--- src/logic/eipa_pkg.sv ---
// package of constants and types for the external interrupt priority arbiter
// ****************************************
// Overview of operation
// ****************************************
package eipa_pkg;
  localparam int DW = 16;
  localparam int AW = 4;
  // register offsets
  localparam logic [3:0] OFF_CTRL = 4'h0;
  localparam logic [3:0] OFF_PRIO_A = 4'h1;
  localparam logic [3:0] OFF_PRIO_B = 4'h2;
  localparam logic [3:0] OFF_PRIO_C = 4'h3;
  localparam logic [3:0] OFF_PRIO_D = 4'h4;
  localparam logic [3:0] OFF_PRIO_E = 4'h5;
  localparam logic [3:0] OFF_STAT = 4'h6;
  // control register fields
  localparam int NMI_LVL_BIT = 15;
  localparam int NMI_EDGE_BIT = 8;
  localparam logic [15:0] CTRL_WMASK = 16'h01ff;
  localparam logic [15:0] CTRL_RST = 16'h0000;
  localparam logic [15:0] PRIO_RST = 16'h0000;
  localparam logic [15:0] PRIO_E_WMASK = 16'hfff0;
  // sources: 0 nonmaskable, 1..8 pins, 9.. on-chip
  localparam int NPIN = 8;
  localparam int NCHIP = 12;
  localparam int NSRC = 1 + NPIN + NCHIP;
  localparam logic [3:0] NMI_LEVEL = 4'hf;
  localparam logic [4:0] NO_SRC = 5'h1f;
  // pipeline depths in states
  localparam int DEC_CHIP = 2;
  localparam int DEC_PIN = 3;
  localparam int ENTRY_BASE = 5;
  localparam logic [7:0] VEC_NMI = 8'h0b;
  localparam logic [7:0] VEC_PIN0 = 8'h40;
  localparam logic [7:0] VEC_CHIP0 = 8'h48;

  typedef struct packed {
    logic [3:0] addr;
    logic [15:0] wdata;
    logic wr;
    logic rd;
  } eipa_bus_t;

  typedef struct packed {
    logic valid;
    logic [3:0] level;
    logic [7:0] vector;
    logic [4:0] src;
  } eipa_req_t;
endpackage

--- src/logic/eipa_arbiter.sv ---
// external interrupt priority arbiter core
`timescale 1ns/1ps
module eipa_arbiter #(
  parameter int NCHIP = eipa_pkg::NCHIP
) (
  // clock and reset
  input wire logic i_ref_clk,
  input wire logic i_nrst,
  // register port
  input wire eipa_pkg::eipa_bus_t i_bus,
  output logic [15:0] o_rdata,
  // request sources
  input wire logic i_nonmaskable_pin,
  input wire logic [7:0] i_external_request_pins_n,
  input wire logic [NCHIP-1:0] i_chip_req,
  // cpu side
  input wire logic [3:0] i_mask_level_field,
  input wire logic i_cpu_seq_busy,
  input wire logic i_cpu_take,
  input wire logic i_cpu_mask_upd,
  output eipa_pkg::eipa_req_t o_cpu_req,
  output logic o_acceptance_output_pin
);

  // ****************************************
  // registers
  // ****************************************
  logic [15:0] ctrl_ff;
  logic [15:0] prio_ff [5];
  logic nmi_s1_ff, nmi_s2_ff, nmi_s3_ff;
  logic [7:0] pin_s1_ff, pin_s2_ff, pin_s3_ff;
  logic nmi_pend_ff;
  logic [7:0] edge_pend_ff;
  logic [1:0] pin_dly_ff;
  eipa_pkg::eipa_req_t sel_ff;
  eipa_pkg::eipa_req_t acc_ff;
  logic acc_edge_ff;
  logic irq_out_n_ff;

  always_ff @(posedge i_ref_clk or negedge i_nrst)
  begin
    if (!i_nrst)
    begin
      ctrl_ff <= eipa_pkg::CTRL_RST;
      for (int k = 0; k < 5; k++)
      begin
        prio_ff[k] <= eipa_pkg::PRIO_RST;
      end
    end
    else if (i_bus.wr)
    begin
      if (i_bus.addr == eipa_pkg::OFF_CTRL)
      begin
        ctrl_ff <= i_bus.wdata & eipa_pkg::CTRL_WMASK;
      end
      else if (i_bus.addr == eipa_pkg::OFF_PRIO_A)
      begin
        prio_ff[0] <= i_bus.wdata;
      end
      else if (i_bus.addr == eipa_pkg::OFF_PRIO_B)
      begin
        prio_ff[1] <= i_bus.wdata;
      end
      else if (i_bus.addr == eipa_pkg::OFF_PRIO_C)
      begin
        prio_ff[2] <= i_bus.wdata;
      end
      else if (i_bus.addr == eipa_pkg::OFF_PRIO_D)
      begin
        prio_ff[3] <= i_bus.wdata;
      end
      else if (i_bus.addr == eipa_pkg::OFF_PRIO_E)
      begin
        prio_ff[4] <= i_bus.wdata & eipa_pkg::PRIO_E_WMASK;
      end
    end
  end

  // ****************************************
  // read port
  // ****************************************
  logic [15:0] nxt_rdata;
  always_comb
  begin
    nxt_rdata = 16'h0000;
    if (i_bus.addr == eipa_pkg::OFF_CTRL)
    begin
      nxt_rdata = ctrl_ff;
      nxt_rdata[eipa_pkg::NMI_LVL_BIT] = nmi_s2_ff;
    end
    else if (i_bus.addr == eipa_pkg::OFF_PRIO_A)
    begin
      nxt_rdata = prio_ff[0];
    end
    else if (i_bus.addr == eipa_pkg::OFF_PRIO_B)
    begin
      nxt_rdata = prio_ff[1];
    end
    else if (i_bus.addr == eipa_pkg::OFF_PRIO_C)
    begin
      nxt_rdata = prio_ff[2];
    end
    else if (i_bus.addr == eipa_pkg::OFF_PRIO_D)
    begin
      nxt_rdata = prio_ff[3];
    end
    else if (i_bus.addr == eipa_pkg::OFF_PRIO_E)
    begin
      nxt_rdata = prio_ff[4];
    end
    else if (i_bus.addr == eipa_pkg::OFF_STAT)
    begin
      nxt_rdata = {7'h00, acc_ff.valid, acc_ff.level, 4'h0};
      nxt_rdata[3:0] = sel_ff.level;
    end
  end

  always_ff @(posedge i_ref_clk or negedge i_nrst)
  begin
    if (!i_nrst)
    begin
      o_rdata <= 16'h0000;
    end
    else
    begin
      o_rdata <= i_bus.rd ? nxt_rdata : 16'h0000;
    end
  end

  // ****************************************
  // pin sampling and edge detection
  // ****************************************
  always_ff @(posedge i_ref_clk or negedge i_nrst)
  begin
    if (!i_nrst)
    begin
      nmi_s1_ff <= 1'b1;
      nmi_s2_ff <= 1'b1;
      nmi_s3_ff <= 1'b1;
      pin_s1_ff <= 8'hff;
      pin_s2_ff <= 8'hff;
      pin_s3_ff <= 8'hff;
    end
    else
    begin
      nmi_s1_ff <= i_nonmaskable_pin;
      nmi_s2_ff <= nmi_s1_ff;
      nmi_s3_ff <= nmi_s2_ff;
      pin_s1_ff <= i_external_request_pins_n;
      pin_s2_ff <= pin_s1_ff;
      pin_s3_ff <= pin_s2_ff;
    end
  end

  logic nmi_edge;
  assign nmi_edge = ctrl_ff[eipa_pkg::NMI_EDGE_BIT] ? (nmi_s2_ff & ~nmi_s3_ff)
                                                    : (~nmi_s2_ff & nmi_s3_ff);

  logic take_nmi;
  logic [7:0] take_pin;
  logic [7:0] pin_req;

  always_ff @(posedge i_ref_clk or negedge i_nrst)
  begin
    if (!i_nrst)
    begin
      nmi_pend_ff <= 1'b0;
    end
    else if (nmi_edge)
    begin
      nmi_pend_ff <= 1'b1;
    end
    else if (take_nmi)
    begin
      nmi_pend_ff <= 1'b0;
    end
  end

  // pin k sensed by control bit 7-k
  for (genvar k = 0; k < eipa_pkg::NPIN; k++)
  begin : g_pin
    logic edge_mode;
    assign edge_mode = ctrl_ff[7-k];
    always_ff @(posedge i_ref_clk or negedge i_nrst)
    begin
      if (!i_nrst)
      begin
        edge_pend_ff[k] <= 1'b0;
      end
      else if (edge_mode && !pin_s2_ff[k] && pin_s3_ff[k])
      begin
        edge_pend_ff[k] <= 1'b1;
      end
      else if (take_pin[k] || !edge_mode)
      begin
        edge_pend_ff[k] <= 1'b0;
      end
    end
    assign pin_req[k] = edge_mode ? edge_pend_ff[k] : ~pin_s2_ff[k];
  end

  // ****************************************
  // priority selection
  // ****************************************
  logic [3:0] src_lvl [eipa_pkg::NSRC];
  logic [eipa_pkg::NSRC-1:0] src_req;
  always_comb
  begin
    src_lvl[0] = eipa_pkg::NMI_LEVEL;
    src_req[0] = nmi_pend_ff;
    for (int k = 0; k < eipa_pkg::NPIN; k++)
    begin
      src_lvl[1+k] = prio_ff[k/4][15-4*(k%4) -: 4];
      src_req[1+k] = pin_req[k];
    end
    for (int k = 0; k < eipa_pkg::NCHIP; k++)
    begin
      src_lvl[1+eipa_pkg::NPIN+k] = prio_ff[2+k/4][15-4*(k%4) -: 4];
      src_req[1+eipa_pkg::NPIN+k] = i_chip_req[k];
    end
  end

  eipa_pkg::eipa_req_t best;
  always_comb
  begin
    best = '0;
    best.src = eipa_pkg::NO_SRC;
    // lower index wins ties
    for (int k = eipa_pkg::NSRC-1; k >= 0; k--)
    begin
      if (src_req[k] && (!best.valid || src_lvl[k] >= best.level))
      begin
        best.valid = 1'b1;
        best.level = src_lvl[k];
        best.src = 5'(k);
        if (k == 0)
        begin
          best.vector = eipa_pkg::VEC_NMI;
        end
        else if (k <= eipa_pkg::NPIN)
        begin
          best.vector = eipa_pkg::VEC_PIN0 + 8'(k-1);
        end
        else
        begin
          best.vector = eipa_pkg::VEC_CHIP0 + 8'(k-1-eipa_pkg::NPIN);
        end
      end
    end
  end

  // ****************************************
  // decision pipeline and acceptance
  // ****************************************
  logic is_pin_sel;
  logic dec_done;
  logic accept;
  assign is_pin_sel = sel_ff.valid && sel_ff.src != 5'd0
                      && sel_ff.src <= 5'(eipa_pkg::NPIN);
  // pin requests spend an extra state
  assign dec_done = sel_ff.valid && (!is_pin_sel || pin_dly_ff == 2'(eipa_pkg::DEC_PIN-2));
  assign accept = dec_done && !i_cpu_seq_busy && (sel_ff.level > i_mask_level_field)
                  && (!acc_ff.valid || sel_ff.level > acc_ff.level);

  always_ff @(posedge i_ref_clk or negedge i_nrst)
  begin
    if (!i_nrst)
    begin
      sel_ff <= '0;
      pin_dly_ff <= 2'd0;
    end
    else
    begin
      sel_ff <= best;
      pin_dly_ff <= (best.valid && best.src == sel_ff.src && is_pin_sel) ? 2'd1 : 2'd0;
    end
  end

  always_comb
  begin
    take_nmi = i_cpu_take && acc_ff.valid && acc_ff.src == 5'd0;
    take_pin = 8'h00;
    for (int k = 0; k < eipa_pkg::NPIN; k++)
    begin
      take_pin[k] = i_cpu_take && acc_ff.valid && acc_ff.src == 5'(k+1);
    end
  end

  logic nxt_acc_edge;
  assign nxt_acc_edge = (sel_ff.src == 5'd0)
                        || (is_pin_sel && ctrl_ff[7 - (32'(sel_ff.src) - 1)]);

  always_ff @(posedge i_ref_clk or negedge i_nrst)
  begin
    if (!i_nrst)
    begin
      acc_ff <= '0;
      acc_edge_ff <= 1'b0;
      irq_out_n_ff <= 1'b1;
    end
    else if (accept)
    begin
      acc_ff <= sel_ff;
      acc_edge_ff <= nxt_acc_edge;
      irq_out_n_ff <= 1'b0;
    end
    else if (acc_ff.valid && ((acc_edge_ff && i_cpu_take) || (!acc_edge_ff && i_cpu_mask_upd)))
    begin
      acc_ff.valid <= 1'b0;
      irq_out_n_ff <= 1'b1;
    end
  end

  // cpu loads level into mask, pushes state, fetches vector
  assign o_cpu_req = acc_ff;
  assign o_acceptance_output_pin = irq_out_n_ff;

endmodule // eipa_arbiter

--- config.mk ---
export PLATFORM = sky130hd
export DESIGN_NAME = eipa_arbiter
export DESIGN_NICKNAME = d
export VERILOG_FILES = /design/src/logic/eipa_pkg.sv /design/src/logic/eipa_arbiter.sv
export SDC_FILE = /design/constraint.sdc
export NUM_CORES = 1
export LEC_CHECK = 0
export ABC_AREA = 1
export BUFFER_PORTS_ARGS = -buffer_cell sky130_fd_sc_hd__clkbuf_2
export CORE_ASPECT_RATIO = 1.75
export CORE_MARGIN = 4
export CORE_UTILIZATION = 50
export DETAILED_ROUTE_END_ITERATION = 8
export GPL_TIMING_DRIVEN = 0
export PLACE_DENSITY_LB_ADDON = 0.05
export SYNTH_ARGS = -nofsm -noshare
export SYNTH_HDL_FRONTEND = slang
export SYNTH_SLANG_ARGS = --single-unit
--- constraint.sdc ---
create_clock -name i_ref_clk -period 20.9 [get_ports i_ref_clk]
set_clock_uncertainty 0.2 [all_clocks]
set_input_delay 3.135 -clock i_ref_clk [delete_from_list [all_inputs] [get_ports i_ref_clk]]
set_output_delay 3.135 -clock i_ref_clk [all_outputs]
set_load 0.05 [all_outputs]
### Word level (Yosys, flattened, before mapping)

Cells that the tools add are included.

| storage, ports and cells | value |
|---|---|
| register bits | 176 |
| output and inout bits | 35 |
| word-level logic and storage cells | 305 |

| cells by class | value |
|---|---|
| add/sub/neg operators | 2 |
| order comparisons | 24 |
| equal/unequal tests | 16 |
| multiplexer cells | 63 |
| bitwise operators | 17 |
| reduce and logical (&&, ||, !) cells | 150 |

Operators by type and width:

| cell | count |
|---|---|
| 18-bit two-way mux | 21 |
| 16-bit two-way mux | 7 |
| 4-bit greater-or-equal comparator | 19 |
| 1-bit logical AND | 58 |
| 1-bit logical NOT | 40 |
| 1-bit two-way mux | 33 |
| 1-bit logical OR | 32 |
| 32-bit by 5-bit less-than comparator with 1-bit output (second input constant) | 1 |
| 5-bit by 3-bit equality test with 1-bit output (second input constant) | 4 |
| 2-bit nonzero test | 10 |
| 1-bit NOT | 15 |
| 4-bit by 3-bit equality test with 1-bit output (second input constant) | 3 |
| 5-bit by 2-bit equality test with 1-bit output (second input constant) | 2 |
| 5-bit logical NOT | 2 |
| 9-bit two-way mux | 1 |
| 4-bit by 2-bit equality test with 1-bit output (second input constant) | 2 |
| 4-bit > comparator | 2 |
| 7-bit AND reduction | 1 |
| 4-bit by 6-bit subtractor with 7-bit output (first input constant) | 1 |
| 6-bit AND reduction | 1 |
| 5-bit by 1-bit subtractor with 6-bit output (second input constant) | 1 |
| 5-bit by 1-bit equality test with 1-bit output (second input constant) | 1 |
| 5-bit by 4-bit equality test with 1-bit output (second input constant) | 1 |
| 5-bit equality test | 1 |
| 12 further kinds | 13 |

### Longest topological paths before layout

Gate-level depths: netlist (run 1).

| depth | value |
|---|---|
| word-level depth | 85 |
| mapped depth | 203 |
| mapped depth without buffers | 194 |

### Worst setup path after synthesis (run 1)

Ideal clock, no wire load.

| path | value |
|---|---|
| path kind | input -> register |
| start point | input i_chip_req[10] |
| end point | register pin_dly_ff[0] |
| arrival time | 23.202 ns |
| required time | 20.631 ns |
| setup slack | -2.570 ns |
| stages on the path | 186 |
| path buffers | 10 |
| cell sequence | nand2_1 -> inv_1 -> ha_1 -> inv_1 -> nand2_1 -> nand2_1 -> nand2_1 -> nand2_1 -> nand2_1 -> nand2_2 -> o21ai_0 -> ha_1 -> nand2_1 -> inv_1 -> nand3_1 -> nand4_1 -> nand2_1 -> nand2_1 -> [... 150 more ...] -> nand2_1 -> or2_2 -> nand2_1 -> ha_1 -> a21boi_0 -> o21ai_0 -> nand2_1 -> a21oi_1 -> a21oi_4 -> nor2_2 -> nand2_2 -> nor2_1 -> nand3_1 -> nand2_1 -> nand3_1 -> nor2_1 -> nand2_1 -> nor2_2 |

| on the way | value |
|---|---|
| longest elaborated chain between the ends | 82 |
| elaborated cells on any way between the ends | 101 |

Ends and longest elaborated chain:

| element | line | text |
|---|---|---|
| from (decl) | eipa_arbiter.sv:15 | `input wire logic [NCHIP-1:0] i_chip_req,` |
| 1-bit logical AND * | eipa_arbiter.sv:231 | `if (src_req[k] && (!best.valid \|\| src_lvl[k] >= best.level))` |
| 18-bit two-way mux * | eipa_arbiter.sv:231 |  |
| 4-bit greater-or-equal comparator or 1-bit logical NOT (tied branches) | eipa_arbiter.sv:231 |  |
| 1-bit logical OR | eipa_arbiter.sv:231 |  |
| 1-bit logical AND | eipa_arbiter.sv:231 |  |
| 18-bit two-way mux * | eipa_arbiter.sv:231 |  |
| 4-bit greater-or-equal comparator or 1-bit logical NOT (tied branches) | eipa_arbiter.sv:231 |  |
| 1-bit logical OR | eipa_arbiter.sv:231 |  |
| [... 65 more ...] | n/a |  |
| 18-bit two-way mux * | eipa_arbiter.sv:231 |  |
| 4-bit greater-or-equal comparator or 1-bit logical NOT (tied branches) | eipa_arbiter.sv:231 |  |
| 1-bit logical OR | eipa_arbiter.sv:231 |  |
| 1-bit logical AND | eipa_arbiter.sv:231 |  |
| 18-bit two-way mux * | eipa_arbiter.sv:231 |  |
| 5-bit equality test | eipa_arbiter.sv:275 | `pin_dly_ff <= (best.valid && best.src == sel_ff.src && is_pin_sel) ? 2'd1 : 2'd0;` |
| 1-bit logical AND * (2 in series) | eipa_arbiter.sv:275 |  |
| 1-bit two-way mux * | eipa_arbiter.sv:275 |  |
| to (signal assigned) | eipa_arbiter.sv:275 |  |
| to (decl) | eipa_arbiter.sv:34 | `logic [1:0] pin_dly_ff;` |

Every way passes the cells marked *; elsewhere a longest branch is shown, timed or not.
A chain may end at the register's enable or synchronous reset.

==> metrics, run 1 <==
status=finished with violations; failing checks=negative setup slack; layout cells sized above 1=32.3%; Final Worst Setup Slack=-2.38 ns; Max-Cap Viols=0; 1st-iter DRT viols=a little under 900; leading area contributor after synthesis=dfrtp_1; Initial Util=50.6%; antenna cells=0; wire per inst=20.3 um; crit path capture type=register; fraction of registers with async set/reset=100%; GP Congestion=0.943; Post-synth EDFFs=0; initial antenna violation count=0; Worst-Margin Slew=0.877 ns; crit path DAT=23.42 ns; row cnt=slightly below 70; cell repeated most along the worst path=buf_4; Final Core Density=67.3%; critical path's top delay family=buffers and inverters; Final nets=1,694; routed wire length=between 30,000 and 40,000 um; WHS=0.159 ns; CTS tree=yes; total negative slack=-33.41 ns; Peak Freq=43.0 MHz; Post-Syn Area=0.0102 sq mm; Die ar.=0.0229 sq mm; period utilization=111%; CP startpoint kind=input pin; Mapped Cells=approximately 1.3k; Die Height=197 um; first-pass GRT wire length=between 50,000 and 60,000 um; top post-synthesis cells by area=dfrtp_1 35%, nand2_1 13%, o21ai_0 9.8%; CTS H-tree lvls=4; PortBufs=84; Placed Cells=1,644; DR vias=about 10k; Slowest-stage cell, CP=ha_1; Vias per Instance=roughly 5.7; Rel. slew slack=41.0%; Setup-failing EPs final=15; Worst Hold Class=register to register; Worst Path Buf+Inv=57; sequential cell area fraction in the yosys report=between 40% and 50%; vias in the first global route=approximately 10k; FF+latch count, synth=172; synth cell count leaders=350 x nand2_1, 200 x o21ai_0, 168 x inv_1, 144 x dfrtp_1, 71 x ha_1; YS warnings=0; first drt pass iteration count=6; DP HPWL=around 27,000 um; buffer depth of the longest clock path=2; largest net degree at the start of global routing=94; final cell count without fillers=between 1.5k and 2k; worst skew pair latency=0.45 ns; Unique masters post-synth=54; unrepaired setup endpoints after global routing=true; final hold violation count=0; Top FF cell, synth=dfrtp_1; Die X=~120 um; Largest stage delay, worst path=0.34 ns; I/O pins=slightly below 90; GRT Residual Overflow=0; Area Growth Syn to Fin=33.0%; clk slew on worst S/H paths=around 0.07 ns; final antenna-violating net count=0; post-synth top area share=35.2%; Final Max Tran Viols=0; CTS Buf Count=17; worst-path maximum fanout=8; count leader, synth=nand2_1; WP data required=21.04 ns; fin crit period=23.28 ns; Sink Count=approximately 170; Core Footprint=0.0202 sq mm; clock tree root buffer cell=clkbuf_16; GRT Util Overall=approximately a third; Crit Path Class=input pin to register; Mean Syn Cell Area=slightly below 8 sq um; drt drc=0; hold buffer count at CTS=0
==> final timing paths <==
kind	start	to	slack, ns	cells after the start
max	i_chip_req[10]	sel_ff[8]	-2.38	180
min	pin_s1_ff[7]	pin_s2_ff[7]	0.16	0
max reg2reg	prio_ff[4]	sel_ff[8]	-0.07	179
min reg2reg	pin_s1_ff[7]	pin_s2_ff[7]	0.16	0
max in group asynchronous	i_nrst	prio_ff[13]	17.13	2
min in group asynchronous	i_nrst	o_cpu_req[11]	2.48	1
==> through the flow <==
step,setup WS (ns),cell area [sq um]
after floorplan,-0.893,10400
after global placement,-3.84,11100
after detailed placement,-4.10,11100
after CTS,-1.76,13000
after global routing,-3.66,13600
final,-2.38,13600
==> routing by layer <==
layer  GRT usage (%)  wire, um  vias up
li1                -         -     4845
met3            3.99      1730      207
met2            55.2     18800      431
met1            32.7     12400     4903
met5               0         0        -
met4            27.8      4240        0
==> kinds of logic after synthesis <==
kind of cell	count (synthesis)	synth area share (%)
xor+xnor	1	0.0857
simple gates	555	24.0
fa+ha+maj	71	8.69
compound gates	293	16.2
flops	172	42.4
other cells	1	0.0367
buf+inv	217	8.53
==> placed cells by master (no fill, tap or decap), types with 28 or more instances in the layout <==
master,instances
o21ai_0,140
clkbuf_2,82
nand3_1,48
o21ai_2,33
nand2_1,305
dfrtp_1,144
inv_1,157
buf_4,148
ha_1,60
nand2_2,57
nor2_1,53
dfstp_2,28
==> layout make-up <==
type	instances	area, sq um
Inverter	178	688
Sequential cell	172	4340
Clock buffer	19	453
Multi-Input combinational cell	923	5740
Buffer	39	248
Timing Repair Buffer	240	1690
Tap cell	248	310
Fill cell	1737	6600
Clock inverter	13	131
==> sequential cells by signal, summed over array words and instances (netlist names) <==
name,flops
sel_ff,16
prio_ff,76
pin_dly_ff,1
ctrl_ff,9
nmi_s1_ff,1
o_cpu_req,16
nmi_s2_ff,1
pin_s2_ff,8
pin_s3_ff,8
pin_s1_ff,8
nmi_pend_ff,1
o_rdata,16
nmi_s3_ff,1
acc_edge_ff,1
o_acceptance_output_pin,1
edge_pend_ff,8
==> repair_timing <==
action / 4_1_cts / 5_1_grt
buffers inserted: 129 / 26
cloned: 1 / 0
gates resized for setup: 85 / 93
setup endpoints to repair: 15 / 15
pin swaps: 64 / 65
Power of run 1 is left out: the tool's default activity adds up to more than one toggle a clock period on the data nets, which glitch-free logic cannot reach.
==> inputs of run 2 (changes only) <==
- TNS_END_PERCENT: not set -> 10
==> run 2 against run 1 <==
Against the previous run: the run still ends with negative setup slack left; worst setup slack improved by 0.38 ns; die area unchanged; first-iteration DRC count is 19% lower; critical path depth is 3 higher; global-route usage decreased by 1.4 points; wire length shrank 9.3%; sequential cell count stayed put; core utilization down 6.3 points; critical path type unchanged; largest cell class unchanged.
==> metrics, run 2 (synthesized netlist as in run 1, its figures left out) <==
GRT Util Overall=30.4%; CP startpoint kind=input pin; Rel. slew slack=39.5%; drt drc=0; I/O pins=87; CTS H-tree lvls=4; Slowest-stage cell, CP=ha_1; routed wire length=33,800 um; Peak Freq=43.7 MHz; Core Footprint=0.0202 sq mm; GP Congestion=around 0.96; Max-Cap Viols=0; Die X=116 um; Reg area=approximately 0.0043 sq mm; Fillers=1,903; period utilization=110%; first-pass GRT wire length=51,600 um; fin crit period=about 23 ns; worst skew pair latency=0.44 ns; Area Growth Syn to Fin=20.6%; CTS tree=yes; Worst-Margin Slew=roughly 0.9 ns; max reg flops=76; buffer depth of the longest clock path=2; Sink Count=172; Setup-failing EPs final=15; Initial Util=between 50% and 60%; Worst Hold Class=register to register; wire per inst=19.5 um; cell repeated most along the worst path=nand2_1; Crit Path Class=input pin to register; DP HPWL=about 27,000 um; pre-CTS WS=-4.03 ns; DR vias=about 9.6k; GRT Residual Overflow=0; WP data required=21.07 ns; final cell count without fillers=1,727; largest net degree at the start of global routing=90; hold buffer count at CTS=0; Die Height=197 um; final antenna-violating net count=0; crit path DAT=about 23 ns; Vias per Instance=5.56; commonest non-fill, non-tap cell in the layout=nand2_1; Die ar.=0.0229 sq mm; row cnt=just under 70; area of the multi-input gates=0.00531 sq mm; clock tree root buffer cell=clkbuf_16; first drt pass iteration count=7; PortBufs=84; crit path capture type=register; initial antenna violation count=0; final hold violation count=0; commonest cells after routing, fill and taps aside=331 x nand2_1, 166 x inv_1, 146 x o21ai_0, 144 x dfrtp_1, 82 x clkbuf_2; Final nets=1,589; CTS Buf Count=17; Worst Path Buf+Inv=26; Placed Cells=1,644; clk slew on worst S/H paths=0.06 ns; layout cells sized above 1=22.7%; antenna cells=0; Final Worst Setup Slack=-2.01 ns; status=finished with violations; Final Max Tran Viols=0; unrepaired setup endpoints after global routing=true; worst-path maximum fanout=8; failing checks=negative setup slack; 1st-iter DRT viols=706; Top reg by flops=prio_ff; critical path's top delay family=simple AND/OR/NAND/NOR gates; vias in the first global route=9,425; Largest stage delay, worst path=0.31 ns
==> run 2: layer usage <==
metal | part of all wire (%) | global-route usage, % | wire (um) | up-vias
li1 | - | - | - | 4631
met1 | 35 | 31.8 | 11800 | 4524
met2 | 51 | 53.2 | 17300 | 309
met3 | 3.8 | 4.20 | 1270 | 145
met4 | 10 | 23.9 | 3370 | 0
met5 | 0 | 0 | 0 | -
==> run 2: worst paths after layout <==
check	start	end	slack, ns	depth (start not counted)
worst max-delay path	i_chip_req[10]	pin_dly_ff[0]	-2.01	183
worst min-delay path	pin_s1_ff[3]	pin_s2_ff[3]	0.16	0
worst max register to register	prio_ff[4]	pin_dly_ff[0]	0.34	182
worst min register to register	pin_s1_ff[3]	pin_s2_ff[3]	0.16	0
max in group asynchronous	i_nrst	prio_ff[77]	17.10	2
min in group asynchronous	i_nrst	o_cpu_req[5]	2.51	1
==> run 2: layout make-up <==
cell class / instances / share of cell area, %
plain buffers: 39 / 1.98
clock buffers: 20 / 3.70
clock inverters: 12 / 1.30
inverters: 178 / 5.44
multi-input cells: 923 / 43.0
flip-flops and latches: 172 / 35.2
well taps: 248 / 2.52
repair buffers: 135 / 6.85
==> run 2: what timing repair did <==
action	4_1_cts	5_1_grt
setup buffers	37	13
cloned	1	0
endpoints found under the setup margin	15	15
gates resized for setup	42	34
pin swaps	40	48
==> run 2: per-stage QoR <==
step           TNS [ns]  hold slack (ns)  util [%]  area, sq um
6_report         -26.63            0.155      61.0        12300
5_1_grt          -55.33            0.162      61.0        12300
4_1_cts          -25.78            0.156      59.9        12100
3_5_place_dp     -56.36            0.147      54.9        11100
3_3_place_gp     -51.87            0.146      54.7        11100
2_1_floorplan     -8.54            0.145         -        10300
Power of run 2 is left out for the same reason.
